File: src/cnod_cfg.svh
// Constants for the CANopen node object dictionary block
`ifndef CNOD_CFG_SVH
`define CNOD_CFG_SVH
`define CNOD_IDX_DEV_TYPE 16'h1000
`define CNOD_IDX_FAULT 16'h1001
`define CNOD_IDX_SYNC 16'h1005
`define CNOD_IDX_NAME 16'h1008
`define CNOD_IDX_HWREV 16'h1009
`define CNOD_IDX_SWREV 16'h100a
`define CNOD_IDX_GUARD 16'h100c
`define CNOD_IDX_LIFE 16'h100d
`define CNOD_IDX_EMCY 16'h1014
`define CNOD_IDX_HOLDOFF 16'h1015
`define CNOD_IDX_IDENT 16'h1018
`define CNOD_IDX_SDO 16'h1200
`define CNOD_IDX_RPDO 16'h1400
`define CNOD_IDX_RMAP 16'h1600
`define CNOD_IDX_TPDO 16'h1800
`define CNOD_IDX_TMAP 16'h1a00
`define CNOD_IDX_ADDR 16'h3000
`define CNOD_IDX_INPUTS 16'h6000
`define CNOD_IDX_FILTER 16'h6003
`define CNOD_IDX_IMODE 16'h601f
`define CNOD_IDX_OUTS 16'h6200
`define CNOD_IDX_FMODE 16'h6206
`define CNOD_IDX_FSTATE 16'h6207
`define CNOD_DEV_TYPE 32'h0000401d
`define CNOD_SYNC_RST 32'h00000080
`define CNOD_GUARD_RST 16'h01f4
`define CNOD_LIFE_RST 8'h03
`define CNOD_ADDR_RST 8'h3f
`define CNOD_FILTER_RST 8'h01
`define CNOD_IMODE_RST 8'h00
`define CNOD_FB_GENERAL 0
`define CNOD_FB_VALVE 2
`define CNOD_ID_NMT 11'h000
`define CNOD_ID_SYNC 11'h080
`define CNOD_BASE_EMCY 11'h080
`define CNOD_BASE_TPDO 11'h180
`define CNOD_BASE_RPDO 11'h200
`define CNOD_BASE_TSDO 11'h580
`define CNOD_BASE_RSDO 11'h600
`define CNOD_BASE_GUARD 11'h700
`define CNOD_ADDR_SWITCH_MAX 6'h3f
`define CNOD_ADDR_MAX 8'h7f
`define CNOD_ERR_MAIN 4'h3
`define CNOD_ERR_NO_SUPPLY 4'h1
`define CNOD_ERR_BAD_ADDR 4'h2
`define CNOD_ERR_MEM 4'h5
`define CNOD_ERR_MEM_NUM 4'h1
`define CNOD_CLK_HZ 20000000
`define CNOD_MS_CYCLES (`CNOD_CLK_HZ / 1000)
`define CNOD_FLASH_MS 250
`define CNOD_PAUSE_MS 1500
`define CNOD_FLASH_CYCLES (`CNOD_FLASH_MS * `CNOD_MS_CYCLES)
`define CNOD_PAUSE_CYCLES (`CNOD_PAUSE_MS * `CNOD_MS_CYCLES)
`endif

File: src/cnod_pkg.sv
// Types for the CANopen node object dictionary block
package cnod_pkg;
    typedef struct packed {
        logic [10:0] emcy;
        logic [10:0] tpdo;
        logic [10:0] rpdo;
        logic [10:0] tsdo;
        logic [10:0] rsdo;
        logic [10:0] guard;
    } cnod_ids_s;
    typedef struct packed {
        logic rd;
        logic wr;
        logic [15:0] index;
        logic [7:0] sub;
        logic [31:0] wdata;
    } cnod_req_s;
    typedef enum logic [2:0] {
        CNOD_IDLE = 3'b000,
        CNOD_SEL = 3'b001,
        CNOD_ON = 3'b011,
        CNOD_OFF = 3'b010,
        CNOD_GAP = 3'b110
    } cnod_flash_e;
endpackage

File: src/cnod_node.sv
// Object dictionary, identifier set, guarding and fault lamps of the node
`timescale 1ns/10ps
`include "cnod_cfg.svh"
module cnod_node #(
    parameter int FLASH_CYCLES = `CNOD_FLASH_CYCLES,
    parameter int PAUSE_CYCLES = `CNOD_PAUSE_CYCLES,
    parameter int MS_CYCLES = `CNOD_MS_CYCLES,
    parameter logic [31:0] NAME_TEXT = 32'h4e4f4445,
    parameter logic [31:0] HWREV_TEXT = 32'h00000001,
    parameter logic [31:0] SWREV_TEXT = 32'h00000001,
    parameter logic [31:0] VENDOR_ID = 32'h00000001,
    parameter logic [31:0] PRODUCT_ID = 32'h00000002
) (
    input wire logic clk,
    input wire logic resetn,
    input wire logic [5:0] addr_switch,
    input wire logic out_supply_ok,
    input wire logic valve_supply_ok,
    input wire logic mem_fail,
    input wire logic mem_done,
    input wire logic [31:0] input_states,
    input wire logic guard_rx,
    input wire cnod_pkg::cnod_req_s req,
    output logic [31:0] rdata,
    output logic ack,
    output logic abort,
    output cnod_pkg::cnod_ids_s ids,
    output logic [10:0] nmt_id,
    output logic [10:0] sync_id,
    output logic [6:0] node_addr,
    output logic guard_event,
    output logic [23:0] out_lines,
    output logic failure_count_lamp,
    output logic failure_select_lamp
);
    // Pin inputs except mem_done synchronised; first stage read only by second
    logic [5:0] sw_s1_q, sw_s2_q;
    logic [3:0] st_s1_q, st_s2_q;
    logic [31:0] in_s1_q, in_s2_q;
    always_ff @(posedge clk or negedge resetn) begin
        if (!resetn) begin
            sw_s1_q <= 6'h00;
            sw_s2_q <= 6'h00;
            st_s1_q <= 4'h3;
            st_s2_q <= 4'h3;
            in_s1_q <= 32'h0;
            in_s2_q <= 32'h0;
        end else begin
            sw_s1_q <= addr_switch;
            sw_s2_q <= sw_s1_q;
            st_s1_q <= {guard_rx, mem_fail, valve_supply_ok, out_supply_ok};
            st_s2_q <= st_s1_q;
            in_s1_q <= input_states;
            in_s2_q <= in_s1_q;
        end
    end
    logic out_ok, valve_ok, mem_bad, guard_sync, guard_prev_q;
    assign out_ok = st_s2_q[0];
    assign valve_ok = st_s2_q[1];
    assign mem_bad = st_s2_q[2];
    assign guard_sync = st_s2_q[3];

    // Registers
    logic [31:0] sync_q, emcy_q, sdo_rx_q, sdo_tx_q, rpdo_id_q, tpdo_id_q;
    logic [15:0] guard_q, holdoff_q, tinhibit_q, tevent_q;
    logic [7:0] life_q, eaddr_q, filter_q, imode_q, rtype_q, ttype_q;
    logic [23:0] outs_q, fmode_q, fstate_q;
    logic [31:0] rmap_q [3];
    logic [31:0] tmap_q [4];
    logic [7:0] addr_q;
    logic init_q;
    logic [2:0] boot_q;

    // Switch address 63 selects the stored address; taken once the synchroniser holds it
    always_ff @(posedge clk or negedge resetn) begin
        if (!resetn) begin
            addr_q <= 8'h00;
            init_q <= 1'b0;
            boot_q <= 3'h0;
        end else begin
            boot_q <= {boot_q[1:0], 1'b1};
            init_q <= (boot_q == 3'h1);
            if (init_q)
                addr_q <= (sw_s2_q == `CNOD_ADDR_SWITCH_MAX) ? eaddr_q : {2'b00, sw_s2_q};
        end
    end
    logic addr_bad;
    // No address fault before the address is taken, else every start-up would flash
    assign addr_bad = boot_q[2] && ((addr_q == 8'h00) || (addr_q > `CNOD_ADDR_MAX));
    assign node_addr = addr_q[6:0];

    function automatic logic [10:0] cob(input logic [10:0] base, input logic [7:0] a);
        cob = base + {4'h0, a[6:0]};
    endfunction

    always_ff @(posedge clk or negedge resetn) begin
        if (!resetn) begin
            ids <= '0;
            nmt_id <= 11'h000;
            sync_id <= 11'h000;
        end else begin
            nmt_id <= `CNOD_ID_NMT;
            sync_id <= sync_q[10:0];
            ids.emcy <= emcy_q[10:0];
            ids.tpdo <= tpdo_id_q[10:0];
            ids.rpdo <= rpdo_id_q[10:0];
            ids.tsdo <= sdo_tx_q[10:0];
            ids.rsdo <= sdo_rx_q[10:0];
            ids.guard <= cob(`CNOD_BASE_GUARD, addr_q);
        end
    end

    // Writes; identifier defaults reload one cycle after the address settles
    logic wr_ok;
    always_comb begin
        wr_ok = 1'b0;
        unique case (req.index)
            `CNOD_IDX_SYNC, `CNOD_IDX_GUARD, `CNOD_IDX_LIFE, `CNOD_IDX_EMCY,
            `CNOD_IDX_HOLDOFF, `CNOD_IDX_ADDR, `CNOD_IDX_FILTER,
            `CNOD_IDX_IMODE: wr_ok = (req.sub == 8'h00);
            `CNOD_IDX_SDO: wr_ok = (req.sub == 8'h01) || (req.sub == 8'h02);
            `CNOD_IDX_RPDO: wr_ok = (req.sub == 8'h01) || (req.sub == 8'h02);
            `CNOD_IDX_RMAP: wr_ok = (req.sub >= 8'h01) && (req.sub <= 8'h03);
            `CNOD_IDX_TPDO: wr_ok = (req.sub >= 8'h01 && req.sub <= 8'h03) ||
                (req.sub == 8'h05);
            `CNOD_IDX_TMAP: wr_ok = (req.sub >= 8'h01) && (req.sub <= 8'h04);
            `CNOD_IDX_OUTS, `CNOD_IDX_FMODE, `CNOD_IDX_FSTATE:
                wr_ok = (req.sub >= 8'h01) && (req.sub <= 8'h03);
            default: wr_ok = 1'b0;
        endcase
    end
    logic load_q;
    always_ff @(posedge clk or negedge resetn) begin
        if (!resetn)
            load_q <= 1'b0;
        else
            load_q <= init_q;
    end
    logic w;
    logic [1:0] s2;
    assign w = req.wr && wr_ok;
    assign s2 = req.sub[1:0] - 2'd1;
    always_ff @(posedge clk or negedge resetn) begin
        if (!resetn) begin
            sync_q <= `CNOD_SYNC_RST;
            guard_q <= `CNOD_GUARD_RST;
            life_q <= `CNOD_LIFE_RST;
            emcy_q <= 32'h0;
            holdoff_q <= 16'h0;
            eaddr_q <= `CNOD_ADDR_RST;
            filter_q <= `CNOD_FILTER_RST;
            imode_q <= `CNOD_IMODE_RST;
            sdo_rx_q <= 32'h0;
            sdo_tx_q <= 32'h0;
            rpdo_id_q <= 32'h0;
            tpdo_id_q <= 32'h0;
            rtype_q <= 8'hff;
            ttype_q <= 8'hff;
            tinhibit_q <= 16'h0;
            tevent_q <= 16'h0;
            outs_q <= 24'h0;
            fmode_q <= 24'h0;
            fstate_q <= 24'h0;
            for (int i = 0; i < 3; i++)
                rmap_q[i] <= {`CNOD_IDX_OUTS, 8'(i + 1), 8'h08};
            for (int i = 0; i < 4; i++)
                tmap_q[i] <= {`CNOD_IDX_INPUTS, 8'(i + 1), 8'h08};
        end else if (load_q) begin
            emcy_q <= {21'h0, cob(`CNOD_BASE_EMCY, addr_q)};
            tpdo_id_q <= {21'h0, cob(`CNOD_BASE_TPDO, addr_q)};
            rpdo_id_q <= {21'h0, cob(`CNOD_BASE_RPDO, addr_q)};
            sdo_tx_q <= {21'h0, cob(`CNOD_BASE_TSDO, addr_q)};
            sdo_rx_q <= {21'h0, cob(`CNOD_BASE_RSDO, addr_q)};
        end else if (w) begin
            unique case (req.index)
                `CNOD_IDX_SYNC: sync_q <= req.wdata;
                `CNOD_IDX_GUARD: guard_q <= req.wdata[15:0];
                `CNOD_IDX_LIFE: life_q <= req.wdata[7:0];
                `CNOD_IDX_EMCY: emcy_q <= req.wdata;
                `CNOD_IDX_HOLDOFF: holdoff_q <= req.wdata[15:0];
                `CNOD_IDX_ADDR: eaddr_q <= req.wdata[7:0];
                `CNOD_IDX_FILTER: filter_q <= req.wdata[7:0];
                `CNOD_IDX_IMODE: imode_q <= req.wdata[7:0];
                `CNOD_IDX_SDO:
                    if (req.sub == 8'h01)
                        sdo_rx_q <= req.wdata;
                    else
                        sdo_tx_q <= req.wdata;
                `CNOD_IDX_RPDO:
                    if (req.sub == 8'h01)
                        rpdo_id_q <= req.wdata;
                    else
                        rtype_q <= req.wdata[7:0];
                `CNOD_IDX_RMAP: rmap_q[s2] <= req.wdata;
                `CNOD_IDX_TPDO:
                    unique case (req.sub)
                        8'h01: tpdo_id_q <= req.wdata;
                        8'h02: ttype_q <= req.wdata[7:0];
                        8'h03: tinhibit_q <= req.wdata[15:0];
                        default: tevent_q <= req.wdata[15:0];
                    endcase
                `CNOD_IDX_TMAP: tmap_q[s2] <= req.wdata;
                `CNOD_IDX_OUTS: outs_q[8*s2 +: 8] <= req.wdata[7:0];
                `CNOD_IDX_FMODE: fmode_q[8*s2 +: 8] <= req.wdata[7:0];
                `CNOD_IDX_FSTATE: fstate_q[8*s2 +: 8] <= req.wdata[7:0];
                default: ;
            endcase
        end
    end

    // Guarding: lifetime = guard time x factor, counted in milliseconds
    logic [15:0] ms_cnt_q;
    logic [23:0] life_cnt_q;
    logic [23:0] lifetime;
    logic guard_edge;
    assign lifetime = guard_q * life_q;
    assign guard_edge = guard_sync && !guard_prev_q;
    always_ff @(posedge clk or negedge resetn) begin
        if (!resetn) begin
            guard_prev_q <= 1'b0;
            ms_cnt_q <= 16'h0;
            life_cnt_q <= 24'h0;
            guard_event <= 1'b0;
        end else begin
            guard_prev_q <= guard_sync;
            if (guard_q == 16'h0 || life_q == 8'h00 || guard_edge) begin
                ms_cnt_q <= 16'h0;
                life_cnt_q <= 24'h0;
                guard_event <= 1'b0;
            end else if (ms_cnt_q == 16'(MS_CYCLES - 1)) begin
                ms_cnt_q <= 16'h0;
                if (life_cnt_q >= lifetime - 24'd1)
                    guard_event <= 1'b1;
                else
                    life_cnt_q <= life_cnt_q + 24'd1;
            end else begin
                ms_cnt_q <= ms_cnt_q + 16'd1;
            end
        end
    end

    // Fault flags and outputs; guard loss applies fault values per mode
    logic [7:0] fault_flags;
    always_comb begin
        fault_flags = 8'h00;
        fault_flags[`CNOD_FB_GENERAL] = !out_ok || addr_bad || mem_bad;
        fault_flags[`CNOD_FB_VALVE] = !valve_ok;
    end
    always_ff @(posedge clk or negedge resetn) begin
        if (!resetn)
            out_lines <= 24'h0;
        else if (guard_event)
            out_lines <= (outs_q & ~fmode_q) | (fstate_q & fmode_q);
        else
            out_lines <= outs_q;
    end

    // Reads
    logic [31:0] rd_d;
    logic rd_ok;
    always_comb begin
        rd_d = 32'h0;
        rd_ok = (req.sub == 8'h00);
        unique case (req.index)
            `CNOD_IDX_DEV_TYPE: rd_d = `CNOD_DEV_TYPE;
            `CNOD_IDX_FAULT: rd_d = {24'h0, fault_flags};
            `CNOD_IDX_SYNC: rd_d = sync_q;
            `CNOD_IDX_NAME: rd_d = NAME_TEXT;
            `CNOD_IDX_HWREV: rd_d = HWREV_TEXT;
            `CNOD_IDX_SWREV: rd_d = SWREV_TEXT;
            `CNOD_IDX_GUARD: rd_d = {16'h0, guard_q};
            `CNOD_IDX_LIFE: rd_d = {24'h0, life_q};
            `CNOD_IDX_EMCY: rd_d = emcy_q;
            `CNOD_IDX_HOLDOFF: rd_d = {16'h0, holdoff_q};
            `CNOD_IDX_ADDR: rd_d = {24'h0, eaddr_q};
            `CNOD_IDX_FILTER: rd_d = {24'h0, filter_q};
            `CNOD_IDX_IMODE: rd_d = {24'h0, imode_q};
            `CNOD_IDX_IDENT: begin
                rd_ok = (req.sub <= 8'h04);
                unique case (req.sub)
                    8'h00: rd_d = 32'h4;
                    8'h01: rd_d = VENDOR_ID; // Arbitrary identity value
                    8'h02: rd_d = PRODUCT_ID; // Arbitrary identity value
                    default: rd_d = 32'h0;
                endcase
            end
            `CNOD_IDX_SDO: begin
                rd_ok = (req.sub <= 8'h02);
                rd_d = (req.sub == 8'h00) ? 32'h2 : (req.sub == 8'h01) ? sdo_rx_q : sdo_tx_q;
            end
            `CNOD_IDX_RPDO: begin
                rd_ok = (req.sub <= 8'h02);
                rd_d = (req.sub == 8'h00) ? 32'h2 :
                    (req.sub == 8'h01) ? rpdo_id_q : {24'h0, rtype_q};
            end
            `CNOD_IDX_RMAP: begin
                rd_ok = (req.sub <= 8'h03);
                rd_d = (req.sub == 8'h00) ? 32'h3 : rmap_q[s2];
            end
            `CNOD_IDX_TPDO: begin
                rd_ok = (req.sub <= 8'h03) || (req.sub == 8'h05);
                unique case (req.sub)
                    8'h00: rd_d = 32'h5;
                    8'h01: rd_d = tpdo_id_q;
                    8'h02: rd_d = {24'h0, ttype_q};
                    8'h03: rd_d = {16'h0, tinhibit_q};
                    default: rd_d = {16'h0, tevent_q};
                endcase
            end
            `CNOD_IDX_TMAP: begin
                rd_ok = (req.sub <= 8'h04);
                rd_d = (req.sub == 8'h00) ? 32'h4 : tmap_q[s2];
            end
            `CNOD_IDX_INPUTS: begin
                rd_ok = (req.sub <= 8'h04);
                rd_d = (req.sub == 8'h00) ? 32'h4 : {24'h0, in_s2_q[8*s2 +: 8]};
            end
            `CNOD_IDX_OUTS, `CNOD_IDX_FMODE, `CNOD_IDX_FSTATE: begin
                rd_ok = (req.sub <= 8'h03);
                if (req.sub == 8'h00)
                    rd_d = 32'h3;
                else if (req.index == `CNOD_IDX_OUTS)
                    rd_d = {24'h0, outs_q[8*s2 +: 8]};
                else if (req.index == `CNOD_IDX_FMODE)
                    rd_d = {24'h0, fmode_q[8*s2 +: 8]};
                else
                    rd_d = {24'h0, fstate_q[8*s2 +: 8]};
            end
            default: rd_ok = 1'b0;
        endcase
    end
    always_ff @(posedge clk or negedge resetn) begin
        if (!resetn) begin
            rdata <= 32'h0;
            ack <= 1'b0;
            abort <= 1'b0;
        end else begin
            rdata <= (req.rd && rd_ok) ? rd_d : 32'h0;
            ack <= (req.rd && rd_ok) || w;
            abort <= (req.rd && !rd_ok) || (req.wr && !wr_ok);
        end
    end

    // Fault lamps: select lit for type count, dark for number count
    logic mem_seen_q, mem_shown_q, part_q;
    logic [3:0] code_type, code_num, left_q;
    logic [31:0] tmr_q;
    logic show_mem, active;
    cnod_pkg::cnod_flash_e fl_q;
    assign show_mem = mem_seen_q && !mem_shown_q;
    assign active = show_mem || !out_ok || addr_bad;
    always_comb begin
        code_type = `CNOD_ERR_MAIN;
        code_num = `CNOD_ERR_NO_SUPPLY;
        if (show_mem) begin
            code_type = `CNOD_ERR_MEM;
            code_num = `CNOD_ERR_MEM_NUM;
        end else if (out_ok)
            code_num = `CNOD_ERR_BAD_ADDR;
    end
    always_ff @(posedge clk or negedge resetn) begin
        if (!resetn)
            mem_seen_q <= 1'b0;
        else if (mem_done && mem_bad)
            mem_seen_q <= 1'b1;
    end
    always_ff @(posedge clk or negedge resetn) begin
        if (!resetn) begin
            fl_q <= cnod_pkg::CNOD_IDLE;
            tmr_q <= 32'h0;
            left_q <= 4'h0;
            part_q <= 1'b0;
            mem_shown_q <= 1'b0;
            failure_count_lamp <= 1'b0;
            failure_select_lamp <= 1'b0;
        end else begin
            tmr_q <= (tmr_q == 32'h0) ? 32'h0 : tmr_q - 32'd1;
            unique case (fl_q)
                cnod_pkg::CNOD_IDLE:
                    if (active) begin
                        fl_q <= cnod_pkg::CNOD_SEL;
                        part_q <= 1'b0;
                        failure_select_lamp <= 1'b1;
                        left_q <= code_type;
                        tmr_q <= 32'(PAUSE_CYCLES);
                    end else
                        failure_select_lamp <= 1'b0;
                cnod_pkg::CNOD_SEL:
                    if (tmr_q == 32'h0) begin
                        fl_q <= cnod_pkg::CNOD_ON;
                        failure_count_lamp <= 1'b1;
                        tmr_q <= 32'(FLASH_CYCLES);
                    end
                cnod_pkg::CNOD_ON:
                    if (tmr_q == 32'h0) begin
                        fl_q <= cnod_pkg::CNOD_OFF;
                        failure_count_lamp <= 1'b0;
                        left_q <= left_q - 4'd1;
                        tmr_q <= 32'(FLASH_CYCLES);
                    end
                cnod_pkg::CNOD_OFF:
                    if (tmr_q == 32'h0) begin
                        if (left_q != 4'h0) begin
                            fl_q <= cnod_pkg::CNOD_ON;
                            failure_count_lamp <= 1'b1;
                            tmr_q <= 32'(FLASH_CYCLES);
                        end else begin
                            fl_q <= cnod_pkg::CNOD_GAP;
                            tmr_q <= 32'(PAUSE_CYCLES);
                        end
                    end
                cnod_pkg::CNOD_GAP:
                    if (tmr_q == 32'h0) begin
                        if (!part_q) begin
                            part_q <= 1'b1;
                            failure_select_lamp <= 1'b0;
                            left_q <= code_num;
                            fl_q <= cnod_pkg::CNOD_SEL;
                            tmr_q <= 32'(PAUSE_CYCLES);
                        end else begin
                            if (show_mem)
                                mem_shown_q <= 1'b1;
                            fl_q <= cnod_pkg::CNOD_IDLE;
                        end
                    end
                default: fl_q <= cnod_pkg::CNOD_IDLE;
            endcase
        end
    end
endmodule // cnod_node

File: config.mk
export PLATFORM = sky130hd
export DESIGN_NAME = cnod_node
export DESIGN_NICKNAME = d
export VERILOG_FILES = /design/src/cnod_pkg.sv /design/src/cnod_node.sv
export VERILOG_INCLUDE_DIRS = /design/src
export SDC_FILE = /design/constraint.sdc
export NUM_CORES = 2
export LEC_CHECK = 0
export BUFFER_PORTS_ARGS = -buffer_cell sky130_fd_sc_hd__buf_4
export CAP_MARGIN = 20
export CORE_AREA = 2 2 303 305
export DETAILED_ROUTE_END_ITERATION = 7
export DIE_AREA = 0 0 305 307
export GPL_TIMING_DRIVEN = 0
export PLACE_DENSITY = 0.67
export SYNTH_ARGS = -nofsm -noshare
export SYNTH_HDL_FRONTEND = slang
export SYNTH_SLANG_ARGS = --single-unit
File: constraint.sdc
create_clock -name clk -period 18.6 [get_ports clk]
set_input_delay 1.86 -clock clk [delete_from_list [all_inputs] [get_ports clk]]
set_output_delay 1.86 -clock clk [all_outputs]
set_load 0.03 [all_outputs]
Word-level counts from Yosys, hierarchy flattened
Cells that the tools add are included.
{"block": "word_totals", "register_bits": 917, "output_inout_bits": 156, "elab_cells": 314}
{"block": "op_classes", "n_addsub": 13, "mul": 1, "order_cmp": 8, "n_eq_ne": 43, "n_shift": 6, "mux": 91, "bitwise": 8, "reduce_logical": 85}
{"operator": "32-bit 2-to-1 mux", "count": 35}
{"operator": "32-bit case mux with 20 select lines", "count": 1}
{"operator": "16-bit by 13-bit equality test with 1-bit output (second input constant)", "count": 16}
{"operator": "32-bit case mux with 4 select lines", "count": 2}
{"operator": "32-bit binary-select mux with 2-bit select", "count": 2}
{"operator": "128-bit bitwise mux", "count": 1}
{"operator": "16-bit by 15-bit equality test with 1-bit output (second input constant)", "count": 7}
{"operator": "96-bit bitwise mux", "count": 1}
{"operator": "24-bit 2-to-1 mux", "count": 4}
{"operator": "24-bit bitwise mux", "count": 3}
{"operator": "24-bit by 6-bit variable part select with 8-bit output", "count": 3}
{"operator": "32-bit demux with 2-bit select", "count": 1}
{"operator": "3-bit AND reduction", "count": 18}
{"operator": "24-bit bitwise AND", "count": 2}
{"operator": "8-bit 2-to-1 mux", "count": 5}
{"operator": "5-bit negator with 34-bit output", "count": 1}
{"operator": "8-bit by 34-bit variable shift with 24-bit output (first input constant)", "count": 1}
{"operator": "8-bit by 34-bit variable part select with 24-bit output", "count": 1}
{"operator": "32-bit zero test", "count": 1}
{"operator": "16-bit 2-to-1 mux", "count": 2}
{"operator": "32-bit by 6-bit variable part select with 8-bit output", "count": 1}
{"operator": "32-bit by 1-bit subtractor with 32-bit output (second input constant)", "count": 1}
{"operator": "25-bit 2-to-1 mux", "count": 1}
{"operator": "24-bit by 1-bit adder with 24-bit output (second input constant)", "count": 1}
{"operator": "58 further kinds", "count": 144}

Longest topological paths before layout
{"block": "depth", "word_depth": 8, "ltp_mapped": 29}

Worst setup path before layout
No wires, ideal clock.
{"block": "synth_path", "path_type": "flip-flop to flip-flop", "from": "register life_q[1]", "to": "register life_cnt_q[18]", "setup_time_ns": 0.078, "t_arrival_ns": 7.108, "setup_slack_ns": 11.414, "path_stages_with_launch": 29, "n_path_buf": 3, "period_less_slack_ns": 7.186, "cell_sequence": "dfstp_2 clkbuf_1 clkbuf_1 nand2_1 fa_1 inv_1 fa_1 fa_1 inv_1 fa_1 inv_1 ha_1 nand3_1 o2111ai_1 a21oi_1 nor2_1 o21ai_0 a211oi_1 o41ai_1 xor2_1 ha_1 and3_1 a221o_1 a211oi_1 o21ai_0 a2111oi_0 buf_2 or3b_1 a21oi_1"}
{"block": "synth_via", "elab_chain_cells": 5}
{"element": "start, declared", "line_no": "cnod_node.sv:66", "text": "logic [7:0] life_q, eaddr_q, filter_q, imode_q, rtype_q, ttype_q;"}
{"element": "start signal, assigned", "line_no": "cnod_node.sv:147", "text": "life_q <= `CNOD_LIFE_RST;"}
{"element": "start signal, assigned", "line_no": "cnod_node.sv:178", "text": "`CNOD_IDX_LIFE: life_q <= req.wdata[7:0];"}
{"element": "16-bit by 8-bit multiplier with 24-bit output or 8-bit zero test (tied branches)", "line_no": "cnod_node.sv:216, cnod_node.sv:226"}
{"element": "24-bit by 1-bit subtractor with 24-bit output or 1-bit logical OR (tied branches)", "line_no": "cnod_node.sv:232, cnod_node.sv:226"}
{"element": "24-bit greater-or-equal comparator or 1-bit logical OR (tied branches)", "line_no": "cnod_node.sv:232, cnod_node.sv:226"}
{"element": "2-bit inequality test (no line) or 2-bit nonzero test (tied branches)"}
{"element": "2-bit AND reduction (no line)"}
{"element": "end signal, assigned", "line_no": "cnod_node.sv:235", "text": "life_cnt_q <= life_cnt_q + 24'd1;"}
{"element": "end, declared", "line_no": "cnod_node.sv:213", "text": "logic [23:0] life_cnt_q;"}
Several ways; a longest one is shown, not always the timed one.
A chain may end at the register's enable or synchronous reset.

Final worst setup path
{"block": "layout_path", "from": "register life_q[1]", "to": "register life_cnt_q[12]"}
Same word-level chain as after synthesis.

==> impl_metrics.yaml <==
detailed_routing:
  drc: 4
  routed-wl-met2_um: 66000
  wl_met3_um: 14100
  drtIter0Drc: 3868
  dr.pass1.iters: 8
  detail-route-antenna-nets: 0
  drt-total-wl_um: 146000
  via_count: 34400
  wl_per_cell_um: 25.6
  topRoutingLayerUsed: "met5"
  wl_met1_um: 57800
  via_per_inst: 6.06
logic_synthesis:
  ys_ff_latch: 914
  synth_area_leaders: "dfrtp_1 (47%), mux2_2 (8.7%), nand2_1 (5.0%)"
  syn_area_per_cell_um2: 11.1
  ys_seq_area_share_pct: 51.3
  yosysWarnings: 0
  synth_top_cell_area_share_pct: 47.3
  synth-edff-count: 0
  ys.flop_type: "dfrtp_1"
  synth_top_area_cell: "dfrtp_1"
  synthArstFlopShare_pct: 100
  synth_cells: 4040
  ys_types: 88
  netlist_area_mm2: 0.0447
layout:
  fillers: 7764
  top_register: "tmap_q"
  layout-drive-gt1-share_pct: 22.0
  syn_to_final_growth_pct: 16.0
  seq_area_mm2: 0.0230
  reg_top3: "tmap_q (128), rmap_q (96), ids (62)"
  multi_input_area_mm2: 0.0198
  fin_nets: 4689
  layout.cells.most_common: "dfrtp_1"
  layout_common_cells: "dfrtp_1 (845), nand2_1 (598), mux2_2 (346)"
  design_area_mm2: 0.0519
  largest_reg_flops: 128
setup_path:
  crit_fanout: 10
  r2r_cells: 28
  critical_path_required_ns: 19.20
  critPathKind: "reg2reg"
  cpMostUsedCell: "fa_1"
  reg2reg_slack_ns: 9.77
  max_stage_delay_ns: 0.53
  cp-end-kind: "flop"
  crit_path_start_kind: "flop"
  arrival_ns: 9.43
  crit_path_top_delay_cell: "fa_1"
status:
  status: "complete, but fails checks"
  violations: "design-rule violations"
job:
  max_cap_violations: 0
floorplan:
  rows: 111
  initial_utilization_pct: 49.3
  die_x_um: 305
  die_h_um: 307
  ios: 259
  core_mm2: 0.0907
  die_area_mm2: 0.0936
sta:
  fin_setup_tns_ns: 0
  fmax_ghz: 0.113
  period_needed_ns: 8.83
  post-route-period-util_pct: 47.5
  fin_worst_skew_ns: 0.0336
  hold_viol: 0
  rsz0062_at_grt: "false"
  final-max-slew-violation-count: 0
  worst_pin_slew_ns: 1.26
  slew_headroom_pct: 15.2
  setup_viol: 0
min_path:
  min_path_cells: 0
  min_path_type: "reg2reg"
placement:
  place_congestion: 0.978
  dp_hpwl_um: 105000
  placed_area_mm2: 0.0483
  numPortBuffers: 234
grt:
  grt_overflow_total: 0
  grt_pass1_wl_um: 217000
  grt_pass1_vias: 33800
  grt_antenna_before_repair: 11
  gr-usage-all-layers_pct: 31.1
  grt_max_degree: 119
power:
  p_per_area_mw_per_mm2: 86.7
  leakagePower_uw: 0.0240
  p_int_uw: 3370
  comb_power_share_pct: 6.4
  p_switching_uw: 1120
  p_sw_share_pct: 25.0
  pwr-share-seq_pct: 46.8
  clockPowerShare_pct: 46.8
  vdd_drop_max_mv: 0.0880
clocking:
  hold_buffers: 0
  post_cts_resized: 0
  cts_sinks: 914
  clkTransAtPathRegs_ns: 0.06
  cts_tree: "built"
  cts_buffers: 98
  clock_latency_ns: 0.71
  cts_root_buf: "clkbuf_16"
  clockBufferDepth: 3
  htree_levels: 3
  postCtsSetupBuffers: 0
-- Yosys cell counts, types with 9 or more instances --
cell type / n
a211oi_1: 21
a21o_1: 24
a21oi_1: 204
a221o_1: 38
a221oi_1: 22
a222oi_1: 26
a22oi_1: 36
a31oi_1: 28
and2_1: 53
and3_1: 25
buf_1: 18
buf_2: 31
buf_4: 25
clkbuf_1: 225
dfrtp_1: 845
dfstp_2: 69
fa_1: 89
ha_1: 92
inv_1: 188
mux2_1: 40
mux2_2: 346
mux2i_1: 95
mux4_2: 41
nand2_1: 598
nand2b_1: 13
nand3_1: 50
nand4_1: 21
nor2_1: 156
nor2b_1: 12
nor3_1: 57
nor4_1: 23
o211ai_1: 19
o21a_1: 9
o21ai_0: 243
o221ai_1: 10
o31ai_1: 10
or3_1: 15
or4_1: 10
xnor2_1: 38
xor2_1: 29
-- metal layers --
layer / up-vias / track usage [%]
li1: 14800 / -
met1: 17400 / 41.5
met5: - / 0
met4: 8 / 14.6
met3: 391 / 7.13
met2: 1794 / 48.2
-- metrics by stage --
stage / setup slack (ns) / total power, µW / cells / hold slack (ns) / utilization [%]
2_1_floorplan: 11.41 / 2230 / 4051 / 0.331 / -
6_report: 9.77 / 4490 / 5678 / 0.339 / 57.2
4_1_cts: 9.83 / 4520 / 5671 / 0.341 / 57.1
5_1_grt: 9.10 / 4620 / 5678 / 0.348 / 57.2
3_3_place_gp: 4.87 / 2410 / 5471 / 0.333 / 52.9
3_5_place_dp: 9.93 / 2420 / 5487 / 0.335 / 53.3
-- area by class of cell --
class / count / area share (%)
inverters: 191 / 1.38
clock buffers: 139 / 5.43
flip-flops and latches: 914 / 44.3
plain buffers: 302 / 2.50
clock inverters: 45 / 1.29
diodes: 3 / 0.0145
well taps: 1186 / 2.86
repair buffers: 254 / 4.04
multi-input cells: 2644 / 38.2
-- power by group through the flow --
stage | clock network (µW) | logic [µW] | registers, µW
floorplan | 0 | 91.4 | 2140
global placement | 0 | 274 | 2140
CTS | 2130 | 286 | 2100
detailed placement | 0 | 285 | 2140
global route | 2210 | 304 | 2110
finish | 2110 | 285 | 2100
-- final timing paths --
path	from	endpoint
max in group asynchronous	resetn	tmap_q[122]$_DFFE_PN0P_
setup reg to reg	life_q[1]$_DFFE_PN1P_	life_cnt_q[12]$_DFFE_PN0P_
hold reg to reg	in_s1_q[21]$_DFF_PN0_	in_s2_q[21]$_DFF_PN0_
min in group asynchronous	resetn	life_cnt_q[7]$_DFFE_PN0P_
setup / recovery	life_q[1]$_DFFE_PN1P_	life_cnt_q[12]$_DFFE_PN0P_
hold / removal	in_s1_q[21]$_DFF_PN0_	in_s2_q[21]$_DFF_PN0_
-- logic make-up after synthesis --
family,Yosys count,share of synthesized area [%]
other,2,0.0168
adder cells (fa/ha/maj),181,6.56
AO/OA/AOI/OAI,759,10.8
buffers and inverters,493,4.48
multiplexers,530,14.2
AND/OR/NAND/NOR,1094,11.3
flip-flops,914,51.3
XOR/XNOR,67,1.31
-- critical path, delay by kind of cell, from the launching register on --
family	cells	cell delay, ns
AOI/OAI and AO/OA	10	3.01
xor gates and xnor gates	1	0.24
adders and majority gates	6	2.66
buffers and inverters	6	1.40
DFF	1	0.51
and+or+nand+nor	5	0.91
Power figures use the tool's default switching activity.
